## src/verilog/spcr_pkg.sv

```systemverilog
// package: constants for the serial port configuration register block
package spcr_pkg;
  // register offsets
  localparam logic [12:0] OFS_PORT_SETUP  = 13'h0000;
  localparam logic [12:0] OFS_PART_ID     = 13'h0001;
  localparam logic [12:0] OFS_SPEED_GRADE = 13'h0002;
  // port setup register layout
  localparam logic [7:0]  SETUP_RESET     = 8'h18;
  localparam logic [7:0]  SETUP_FIXED_ONE = 8'h18;
  localparam int          BIT_LSB_HI      = 6;
  localparam int          BIT_LSB_LO      = 1;
  localparam int          BIT_SRST_HI     = 5;
  localparam int          BIT_SRST_LO     = 2;
  // speed grade register layout
  localparam logic [7:0]  GRADE_RESET     = 8'h00;
  localparam int          GRADE_LSB       = 4;
  localparam logic [7:0]  GRADE_MASK      = 8'h30;
  localparam logic [7:0]  UNMAPPED_READ   = 8'h00;
  // instruction word layout
  localparam int          INSTR_BITS      = 16;
  localparam int          INSTR_RD_BIT    = 15;
  localparam int          INSTR_W_LSB     = 13;
  localparam logic [3:0]  INSTR_LAST      = 4'hF;
  localparam logic [2:0]  BYTE_LAST       = 3'h7;
  localparam logic [1:0]  W_STREAM        = 2'h3;
  // frame phases
  typedef enum logic [1:0] {
    SPCR_PH_INSTR = 2'b00,
    SPCR_PH_DATA  = 2'b01,
    SPCR_PH_DONE  = 2'b10
  } spcr_phase_t;
endpackage : spcr_pkg

```

## src/verilog/spcr_regs.sv

```systemverilog
// register bank: port setup, part identity and speed grade registers
`timescale 1ns/1ps
`default_nettype none
module spcr_regs #(
  parameter logic [7:0] PART_ID    = 8'hA5,  // arbitrary value
  parameter logic [1:0] GRADE_CODE = 2'h0
) (
  input  wire logic        clk,
  input  wire logic        sys_rst,
  input  wire logic        wr_en,
  input  wire logic [12:0] wr_addr,
  input  wire logic [7:0]  wr_data,
  input  wire logic [12:0] rd_addr,
  output logic      [7:0]  rd_data_q,
  output logic             lsb_first_q,
  output logic             soft_rst_q
);

  logic [1:0] lsb_bits_q;  // stored copies at the two mirrored positions
  logic [7:0] setup_view;
  logic [7:0] grade_view;
  logic       wr_setup;
  logic       srst_req;

  assign wr_setup = wr_en && (wr_addr == spcr_pkg::OFS_PORT_SETUP);
  assign srst_req = wr_data[spcr_pkg::BIT_SRST_HI] | wr_data[spcr_pkg::BIT_SRST_LO];

  // setup register: fixed ones, mirrored bit order, soft bits read as zero
  assign setup_view = spcr_pkg::SETUP_FIXED_ONE
                    | ({7'h00, lsb_bits_q[1]} << spcr_pkg::BIT_LSB_HI)
                    | ({7'h00, lsb_bits_q[0]} << spcr_pkg::BIT_LSB_LO);
  // grade register: only the code field is defined
  assign grade_view = spcr_pkg::GRADE_MASK
                    & ({6'h00, GRADE_CODE} << spcr_pkg::GRADE_LSB);

  //////////////////////////////////////////////////////////////////////////
  // port setup storage, takes effect on the write itself
  always_ff @(posedge clk) begin
    if (sys_rst) begin
      lsb_bits_q <= 2'h0;
    end else if (wr_setup && srst_req) begin
      lsb_bits_q <= 2'h0;
    end else if (wr_setup) begin
      lsb_bits_q <= {wr_data[spcr_pkg::BIT_LSB_HI],
                     wr_data[spcr_pkg::BIT_LSB_LO]};
    end
  end

  // decoded controls: either mirrored copy selects lsb first
  always_ff @(posedge clk) begin
    if (sys_rst) begin
      lsb_first_q <= 1'b0;
      soft_rst_q  <= 1'b0;
    end else begin
      lsb_first_q <= (wr_setup && !srst_req)
                     ? (wr_data[spcr_pkg::BIT_LSB_HI] | wr_data[spcr_pkg::BIT_LSB_LO])
                     : ((wr_setup && srst_req) ? 1'b0 : (|lsb_bits_q));
      soft_rst_q  <= wr_setup && srst_req;
    end
  end

  //////////////////////////////////////////////////////////////////////////
  // registered read mux; writes to read-only locations are ignored
  always_ff @(posedge clk) begin
    if (sys_rst) begin
      rd_data_q <= spcr_pkg::SETUP_RESET;
    end else if (rd_addr == spcr_pkg::OFS_PORT_SETUP) begin
      rd_data_q <= setup_view;
    end else if (rd_addr == spcr_pkg::OFS_PART_ID) begin
      rd_data_q <= PART_ID;
    end else if (rd_addr == spcr_pkg::OFS_SPEED_GRADE) begin
      rd_data_q <= grade_view;
    end else begin
      rd_data_q <= spcr_pkg::UNMAPPED_READ;
    end
  end

endmodule : spcr_regs
`default_nettype wire

```

## src/verilog/spcr_top.sv

```systemverilog
// serial control port frame engine with the chip configuration registers
`timescale 1ns/1ps
`default_nettype none
module spcr_top #(
  parameter logic [7:0] PART_ID    = 8'hA5,  // arbitrary value
  parameter logic [1:0] GRADE_CODE = 2'h0
) (
  input  wire logic clk,
  input  wire logic sys_rst,
  input  wire logic sclk,
  input  wire logic csb_n,
  input  wire logic sdio_in,
  output logic      sdio_out,
  output logic      sdio_oe,
  output logic      lsb_first,
  output logic      soft_reset
);

  logic                 sclk_q;
  logic                 sclk_rise;
  logic                 sclk_fall;
  spcr_pkg::spcr_phase_t phase_q;
  logic [3:0]           bit_cnt_q;
  logic [1:0]           byte_cnt_q;
  logic [15:0]          shift_q;
  logic [15:0]          shift_d;
  logic [12:0]          addr_q;
  logic                 rd_q;
  logic [1:0]           wlen_q;
  logic [7:0]           tx_q;
  logic                 wr_en_q;
  logic [12:0]          wr_addr_q;
  logic [7:0]           wr_data_q;
  logic [7:0]           rd_data;
  logic                 lsb_q;
  logic                 srst_q;
  logic                 instr_end;
  logic                 byte_end;

  //////////////////////////////////////////////////////////////////////////
  // serial clock edges, pins are synchronous to clk
  always_ff @(posedge clk) begin
    if (sys_rst) begin
      sclk_q <= 1'b0;
    end else begin
      sclk_q <= sclk;
    end
  end
  assign sclk_rise = sclk & ~sclk_q & ~csb_n;
  assign sclk_fall = ~sclk & sclk_q & ~csb_n;

  // input shift: msb first shifts left, lsb first shifts right
  assign shift_d = lsb_q ? {sdio_in, shift_q[15:1]}
                         : {shift_q[14:0], sdio_in};

  // frame milestones: a frame is sixteen instruction bits, then data bytes;
  // these mark the last instruction bit and the last bit of each data byte
  assign instr_end = sclk_rise && phase_q == spcr_pkg::SPCR_PH_INSTR
                     && bit_cnt_q == spcr_pkg::INSTR_LAST;
  assign byte_end  = sclk_rise && phase_q == spcr_pkg::SPCR_PH_DATA
                     && bit_cnt_q[2:0] == spcr_pkg::BYTE_LAST;

  //////////////////////////////////////////////////////////////////////////
  // input shift register; chip select high drops a partial byte
  always_ff @(posedge clk) begin
    if (sys_rst || csb_n) begin
      shift_q <= 16'h0000;
    end else if (sclk_rise) begin
      shift_q <= shift_d;
    end
  end

  // bit counter: sixteen instruction bits, then eight per data byte
  always_ff @(posedge clk) begin
    if (sys_rst || csb_n || instr_end) begin
      bit_cnt_q <= 4'h0;
    end else if (sclk_rise && phase_q == spcr_pkg::SPCR_PH_INSTR) begin
      bit_cnt_q <= bit_cnt_q + 4'h1;
    end else if (sclk_rise && phase_q == spcr_pkg::SPCR_PH_DATA) begin
      bit_cnt_q <= {1'b0, bit_cnt_q[2:0] + 3'h1};         // wraps every byte
    end
  end

  // byte counter within the data phase
  always_ff @(posedge clk) begin
    if (sys_rst || csb_n || instr_end) begin
      byte_cnt_q <= 2'h0;
    end else if (byte_end) begin
      byte_cnt_q <= byte_cnt_q + 2'h1;
    end
  end

  // frame phase; chip select high aborts and waits for an instruction,
  // a finished non-streaming frame ignores bytes until deselect
  always_ff @(posedge clk) begin
    if (sys_rst || csb_n) begin
      phase_q <= spcr_pkg::SPCR_PH_INSTR;
    end else if (sclk_rise) begin
      case (phase_q)
        spcr_pkg::SPCR_PH_INSTR: begin
          if (instr_end) begin
            phase_q <= spcr_pkg::SPCR_PH_DATA;
          end
        end
        spcr_pkg::SPCR_PH_DATA: begin
          if (byte_end && wlen_q != spcr_pkg::W_STREAM && byte_cnt_q == wlen_q) begin
            phase_q <= spcr_pkg::SPCR_PH_DONE;
          end
        end
        default: begin
          phase_q <= spcr_pkg::SPCR_PH_DONE;
        end
      endcase
    end
  end

  //////////////////////////////////////////////////////////////////////////
  // instruction decode: direction and word length
  always_ff @(posedge clk) begin
    if (sys_rst) begin
      rd_q   <= 1'b0;
      wlen_q <= 2'h0;
    end else if (instr_end) begin
      rd_q   <= shift_d[spcr_pkg::INSTR_RD_BIT];
      wlen_q <= shift_d[spcr_pkg::INSTR_W_LSB +: 2];
    end
  end

  // register address: loaded from the instruction, stepped after each byte
  always_ff @(posedge clk) begin
    if (sys_rst) begin
      addr_q <= 13'h0000;
    end else if (instr_end) begin
      addr_q <= shift_d[12:0];
    end else if (byte_end) begin
      addr_q <= lsb_q ? addr_q + 13'h0001 : addr_q - 13'h0001;
    end
  end

  //////////////////////////////////////////////////////////////////////////
  // write strobe to the register bank once a whole byte is in
  always_ff @(posedge clk) begin
    if (sys_rst) begin
      wr_en_q   <= 1'b0;
      wr_addr_q <= 13'h0000;
      wr_data_q <= 8'h00;
    end else begin
      wr_en_q   <= byte_end && !rd_q;
      wr_addr_q <= addr_q;
      wr_data_q <= lsb_q ? shift_d[15:8] : shift_d[7:0];
    end
  end

  //////////////////////////////////////////////////////////////////////////
  // data line enable: on from the first falling edge of read data
  always_ff @(posedge clk) begin
    if (sys_rst || csb_n) begin
      sdio_oe <= 1'b0;
    end else if (phase_q != spcr_pkg::SPCR_PH_DATA || !rd_q) begin
      sdio_oe <= 1'b0;
    end else if (sclk_fall && bit_cnt_q == 4'h0) begin
      sdio_oe <= 1'b1;
    end
  end

  // read data: load each byte on its first falling edge, then shift
  always_ff @(posedge clk) begin
    if (sys_rst || csb_n) begin
      sdio_out <= 1'b0;
      tx_q     <= 8'h00;
    end else if (phase_q == spcr_pkg::SPCR_PH_DATA && rd_q && sclk_fall) begin
      if (bit_cnt_q == 4'h0) begin
        sdio_out <= lsb_q ? rd_data[0] : rd_data[7];
        tx_q     <= lsb_q ? {1'b0, rd_data[7:1]} : {rd_data[6:0], 1'b0};
      end else begin
        sdio_out <= lsb_q ? tx_q[0] : tx_q[7];
        tx_q     <= lsb_q ? {1'b0, tx_q[7:1]} : {tx_q[6:0], 1'b0};
      end
    end
  end

  // register bank
  spcr_regs #(
    .PART_ID    (PART_ID),
    .GRADE_CODE (GRADE_CODE)
  ) u_regs (
    .clk         (clk),
    .sys_rst     (sys_rst),
    .wr_en       (wr_en_q),
    .wr_addr     (wr_addr_q),
    .wr_data     (wr_data_q),
    .rd_addr     (addr_q),
    .rd_data_q   (rd_data),
    .lsb_first_q (lsb_q),
    .soft_rst_q  (srst_q)
  );

  // status copies for the rest of the chip
  always_ff @(posedge clk) begin
    if (sys_rst) begin
      lsb_first  <= 1'b0;
      soft_reset <= 1'b0;
    end else begin
      lsb_first  <= lsb_q;
      soft_reset <= srst_q;
    end
  end

endmodule : spcr_top
`default_nettype wire

```

## config.mk

```make
export PLATFORM = sky130hd
export DESIGN_NAME = spcr_top
export DESIGN_NICKNAME = d
export VERILOG_FILES = /design/src/verilog/spcr_pkg.sv /design/src/verilog/spcr_regs.sv /design/src/verilog/spcr_top.sv
export SDC_FILE = /design/constraint.sdc
export NUM_CORES = 1
export LEC_CHECK = 0
export ABC_AREA = 1
export BUFFER_PORTS_ARGS = -buffer_cell sky130_fd_sc_hd__buf_4
export CAP_MARGIN = 40
export CORE_MARGIN = 3
export CORE_UTILIZATION = 55
export CTS_BUF_LIST = sky130_fd_sc_hd__clkbuf_16
export DETAILED_ROUTE_END_ITERATION = 8
export PLACE_DENSITY_LB_ADDON = 0.08
export SLEW_MARGIN = 5
export SYNTH_ARGS = -nofsm -noshare
export SYNTH_HDL_FRONTEND = slang
export SYNTH_SLANG_ARGS = --single-unit
```

## constraint.sdc

```tcl
create_clock -name clk -period 2.46 [get_ports clk]
set_input_delay 0.369 -clock clk [delete_from_list [all_inputs] [get_ports clk]]
set_output_delay 0.369 -clock clk [all_outputs]
set_load 0.02 [all_outputs]
```

### Word level (Yosys, flattened, before mapping)

Index checks and enable logic that the tools add are counted.

| word-level totals | value |
|---|---|
| register bits after elaboration | 86 |
| bits of input ports | 5 |
| output and inout bits | 4 |
| word-level logic and storage cells | 92 |

| cells by class | value |
|---|---|
| $add $sub $neg | 5 |
| eq/ne operators | 9 |
| muxes and demuxes | 20 |
| bitwise logic cells | 10 |
| reduce and logical (&&, ||, !) cells | 28 |

Operator list:

| kind | number |
|---|---|
| 2-to-1 mux 8 bit | 5 |
| 2-to-1 mux 13 bit | 3 |
| logical NOT 13 bit | 2 |
| 2-to-1 mux 16 bit | 1 |
| adder 13 x 1 -> 13 bit, second input constant | 1 |
| equality test 13 x 1 -> 1 bit, second input constant | 1 |
| logical AND 1 bit | 13 |
| subtractor 13 x 1 -> 13 bit, second input constant | 1 |
| 2-to-1 mux 4 bit | 2 |
| 2-to-1 mux 7 bit | 1 |
| OR 7 x 2 -> 7 bit | 1 |
| OR reduction 2 bit | 3 |
| 2-to-1 mux 1 bit | 5 |
| adder 4 x 1 -> 4 bit, second input constant | 1 |
| bitwise AND 1 bit | 4 |
| equality test 4 bit, second input constant | 1 |
| logical NOT 4 bit | 1 |
| 2-to-1 mux 2 bit | 2 |
| inequality test 2 x 1 -> 1 bit, second input constant | 2 |
| inequality test 2 bit, second input constant | 2 |
| one-hot mux 2 bit (2 select lines) | 1 |
| nonzero test 2 bit | 2 |
| adder 3 x 1 -> 3 bit, second input constant | 1 |
| equality test 3 bit, second input constant | 1 |
| 9 further kinds | 15 |

### Longest topological paths before layout

| depth | value |
|---|---|
| depth in word-level cells | 9 |
| gate-level depth with buffers | 10 |
| mapped depth without buffers | 10 |

### Modules after synthesis

From an unflattened synthesis, not the netlist that was laid out.

| second synthesis, totals | value |
|---|---|
| cells, all modules | 620 |
| area total of the unflattened synthesis | 4342.9 µm² |

Modules (own cells, without submodules):

| module | times used | cells each | area each (µm²) | sequential area each (µm²) |
|---|---|---|---|---|
| spcr_top | 1 | 558 | 3900.0 | 1501.4 |
| spcr_regs | 1 | 62 | 442.9 | 160.2 |

### Least setup slack after synthesis

No wires, ideal clock.

| timing path | value |
|---|---|
| path type | register to register |
| start | register bit_cnt_q[0] |
| end | register addr_q[8] |
| library setup time | 131 ps |
| arrival | 1371 ps |
| data required time | 2329 ps |
| setup slack | 958 ps |
| cell stages (with the launch flop) | 11 |
| buffers on the path | 1 |
| clock period less this slack | 1502 ps |
| cells stage by stage | dfxtp_1 > ha_1 > ha_1 > inv_1 > nor2_2 > nand2_8 > nand2_8 > buf_8 > o22ai_1 > inv_1 > a21oi_2 |

| between the ends | value |
|---|---|
| longest elaborated chain between the ends | 3 |
| elaborated cells on any way between the ends | 6 |
| those cells by class | eq/ne: 2; mux: 1; reduce/logical: 3 |

Ends and longest elaborated chain:

| element | RTL line | text |
|---|---|---|
| start, declared | spcr_top.sv:23 | `logic [3:0] bit_cnt_q;` |
| start signal, assigned | spcr_top.sv:78 | `bit_cnt_q <= bit_cnt_q + 4'h1;` |
| start signal, assigned | spcr_top.sv:80 | `bit_cnt_q <= {1'b0, bit_cnt_q[2:0] + 3'h1};` |
| equality test 4 bit or equality test 3 bit (tied branches) | spcr_top.sv:59, spcr_top.sv:61 |  |
| logical AND 1 bit (on tied branches) | spcr_top.sv:59, spcr_top.sv:61 |  |
| 2-to-1 mux 13 bit or nonzero test 2 bit (tied branches) | n/a |  |
| end signal, assigned | spcr_top.sv:134 | `addr_q <= shift_d[12:0];` |
| end signal, assigned | spcr_top.sv:136 | `addr_q <= lsb_q ? addr_q + 13'h0001 : addr_q - 13'h0001;` |
| end, declared | spcr_top.sv:27 | `logic [12:0] addr_q;` |

Several ways; a longest one is shown, not always the timed one.
A chain may end at the register's enable or synchronous reset.

### Worst setup path in the final report

| timing path | value |
|---|---|
| start | register u_regs.lsb_first_q |
| end | register addr_q[2] |

| between the ends | value |
|---|---|
| longest elaborated chain between the ends | 3 |
| elaborated cells on any way between the ends | 4 |
| those cells by class | mux: 4 |

Ends and longest elaborated chain:

| element | RTL line | text |
|---|---|---|
| start, declared | spcr_regs.sv:15 | `output logic lsb_first_q,` |
| start signal, assigned | spcr_regs.sv:55 | `lsb_first_q <= (wr_setup && !srst_req)` |
| 2-to-1 mux 13 bit | spcr_top.sv:136 |  |
| 2-to-1 mux 13 bit | spcr_top.sv:135 | `end else if (byte_end) begin` |
| 2-to-1 mux 13 bit (*) | spcr_top.sv:133 | `end else if (instr_end) begin` |

Every way passes the cells marked *; elsewhere a longest branch is shown, timed or not. The select of a mux whose other input is x is not followed.

==> results.env <==
WIRE_PER_INST_UM=14.2
CRITICAL_PATH.STARTPOINT='u_regs.lsb_first_q'
WORSTPATHMAXFANOUT=31
ANTENNA_FOUND_INITIAL=0
YOSYSSEQAREASHARE=0.404
SYNTH_CELL_TYPE_COUNT=42
TRITONCTS.NUM_BUFFERS=9
NUMPLACEDINSTANCES=630
FINAL_ANTENNA_NET_COUNT=0
CLOCK-ROOT-BUFFER='clkbuf_16'
FINAL_NETS=556
CTS-RESIZED-GATES=0
TIMING.HOLD.WORST.CLASS='input port to register'
CTS_TREE='built'
P_CLK_FRAC=0.495
CLOCK_LATENCY_PS=330
CTS.SINK_COUNT=79
SYNTHESIS.YOSYS.WARNINGS=0
WORST_IR_DROP_VDD_uV=354
NUM_ROWS=30
REPORT.FINAL.SLEW_VIOL_COUNT=0
COMB_POWER_SHARE=0.030
MAX-CAP-VIOLATIONS=0
HTREEDEPTH=3
DIE-AREA_UM2=8160
TIMING.CRITICAL_PATH.FROM_TYPE='register'
WORST_CLOCK_SKEW_PS=5.83
HPWLAFTERDP_MM=6.54
DRC=0
P_INT_W=0.00211
GP_CONGESTION=0.894
GRT_OVERFLOW_TOTAL=0
LAYOUT-AREA-OVERHEAD-VS-SYNTH_PCT=9.79
CLK_PIN_SLEW_WORST_PATHS_PS=60
ROUTED_WL_MM=9.17
SYNTH.NET_COUNT=556
OUTCOME='finished clean'
LAYOUT_WORST_PATH_CYCLE_SHARE=0.693
CHIPWIDTH_UM=90.3
CRITPATHCAPTURETYPE='register'
SUMMED_NEGATIVE_SETUP_SLACK_OVER_ALL_ENDPOINTS_PS=0
POWER.STATIC_LEAKAGE_nW=1.70
FINAL_CELL_COUNT_NO_FILL=646
IO_BUFFERS=8
PWR_DENSITY_CELL_nW_PER_UM2=635
SETUP_VIOL=0
FINALCRITICALPERIOD_PS=1710
GRT_PASS1_WL_MM=15.4
NUMBER_OF_ENABLE_TYPE_REGISTER_CELLS_IN_THE_SYNTHESIZED_NETLIST=0
PATH_CLASS='register to register'
GR-USAGE-ALL-LAYERS=0.234
CLOCKBUFFERDEPTH=2
POSTSYNTH.ASYNCRESETSHARE=0
DIODES=0
WORST_HOLD_STARTPOINT='sclk'
SWITCHING_SHARE=0.228
FINAL_LAYOUT_SIZE_SUFFIX_GT1_FRAC=0.104
DRT_ITER0_MARKERS=291
CRITICAL_PATH_REQUIRED_PS=2730
MAX_SLEW.WORST_PIN.SLEW_PS=760
SYN-CELL-AREA_UM2=3910
CRITPATHARRIVALTIME_PS=1980
CTS_HOLD_BUFFERS=0
P_SEQ_FRAC=0.474
ACHIEVABLE-FREQUENCY_MHz=586
SYNTHMOSTINSTANTIATEDCELL='nand2_1'
PIN_COUNT_OF_THE_BIGGEST_NET_ENTERING_GLOBAL_ROUTING=37
COREAREA_UM2=6830
VIAS_IN_THE_FIRST_GLOBAL_ROUTE=3072
SYNTH-MAIN-FF-CELL='dfxtp_1'
YOSYSTOPAREACELL='dfxtp_1'
SYNTHDOMINANTCELLAREASHARE=0.404
SYN_AREA_PER_CELL_UM2=7.18
TIMING.SLEW.HEADROOM=0.490
FIN_UTIL=0.629
SYNTH_CELLS=545
DRTPASS1ITERATIONS=5
WHS_PS=311
START_UTIL=0.573
IO-PIN-COUNT=9
VIAS_PER_STD_CELL=5.47
FINALHOLDVIOLATIONS=0
SWITCHING_POWER_W=0.000620
DR_TOTAL_VIAS=3533
DIE-HEIGHT_UM=90.3
SYNTHTOPCELLSBYAREA='dfxtp_1 40%, nand2_1 11%, o21ai_0 6.7%'
SYNTH_TOP_CELLS_BY_COUNT='115 x nand2_1, 79 x dfxtp_1, 64 x inv_1'
YS_SEQ_ELEMENTS=79
CTS_POST_SETUP_BUFFERS_INSERTED=0
RSZ0062_AT_GRT='no'
R2R_START='u_regs.lsb_first_q'
## metrics by stage
step | total power, W | setup slack [ps] | cell area, um^2
after floorplan | 0.00138 | 958 | 3910
after detailed placement | 0.00140 | 715 | 3990
after global routing | 0.00280 | 564 | 4290
final | 0.00273 | 754 | 4290
after global placement | 0.00140 | 771 | 3990
after CTS | 0.00274 | 767 | 4290
## sequential cells by signal, summed over array words and instances (netlist names), 2 cells and up
register	flops
shift_q	16
wr_addr_q	13
tx_q	8
bit_cnt_q	4
byte_cnt_q	2
addr_q	13
u_regs.rd_data_q	4
wlen_q	2
u_regs.lsb_bits_q	2
phase_q	2
wr_data_q	4
## worst paths after layout
check,endpoint,slack [ps],cells after the start
setup reg to reg,addr_q[2],750,6
hold / removal,sclk_q,310,3
setup / recovery,addr_q[2],750,6
hold reg to reg,soft_reset,410,2
## kinds of logic after synthesis
group / synth area share
AO/OA/AOI/OAI: 0.182
adder cells (fa/ha/maj): 0.0192
XOR/XNOR: 0.00896
buffers and inverters: 0.100
flip-flops: 0.404
AND/OR/NAND/NOR: 0.285
## cell usage in the layout (no fill, tap or decap), drive strengths merged
cell type	instances
nand2	118
dfxtp	79
inv	72
nor2	58
o21ai	56
a21oi	45
nand3	33
a31oi	13
nand4	11
buf	11
nor3	10
clkbuf	9
ha	6
xor2	4
or2	4
o211ai	4
o22ai	3
clkinv	3
nand3b	2
o221ai	2
nor4	1
a21boi	1
and3	1
o31ai	1
a41oi	1
clkinvlp	1
bufinv	1
## power by group through the flow
| stage | sequential, W | clock (W) | combinational, W |
|---|---|---|---|
| final | 0.00129 | 0.00135 | 0.0000830 |
| after CTS | 0.00129 | 0.00137 | 0.0000825 |
| after detailed placement | 0.00132 | 0 | 0.0000818 |
| after global placement | 0.00132 | 0 | 0.0000807 |
| after global routing | 0.00129 | 0.00142 | 0.0000923 |
| after floorplan | 0.00132 | 0 | 0.0000601 |
## layer usage
layer	track usage	wire, um
met5	0	0
met4	0.107	239
met3	0.0383	562
met2	0.337	4000
met1	0.344	4360
## cell type report
cell class,instances,area [um^2]
tap,96,120
sequential,79,1580
clock buffer,9,225
timing repair buffer,11,82.6
inverter,70,269
multi-input combinational,374,1940
clock inverter,7,77.6
fill,625,2540
## critical path, stage by stage, from the launching register on
cell	delay, ps
dfxtp_1	300
buf_4	180
inv_2	410
nand2_1	210
o21ai_0	250
o221ai_2	170
nor2_1	100
Power figures use the tool's default switching activity.
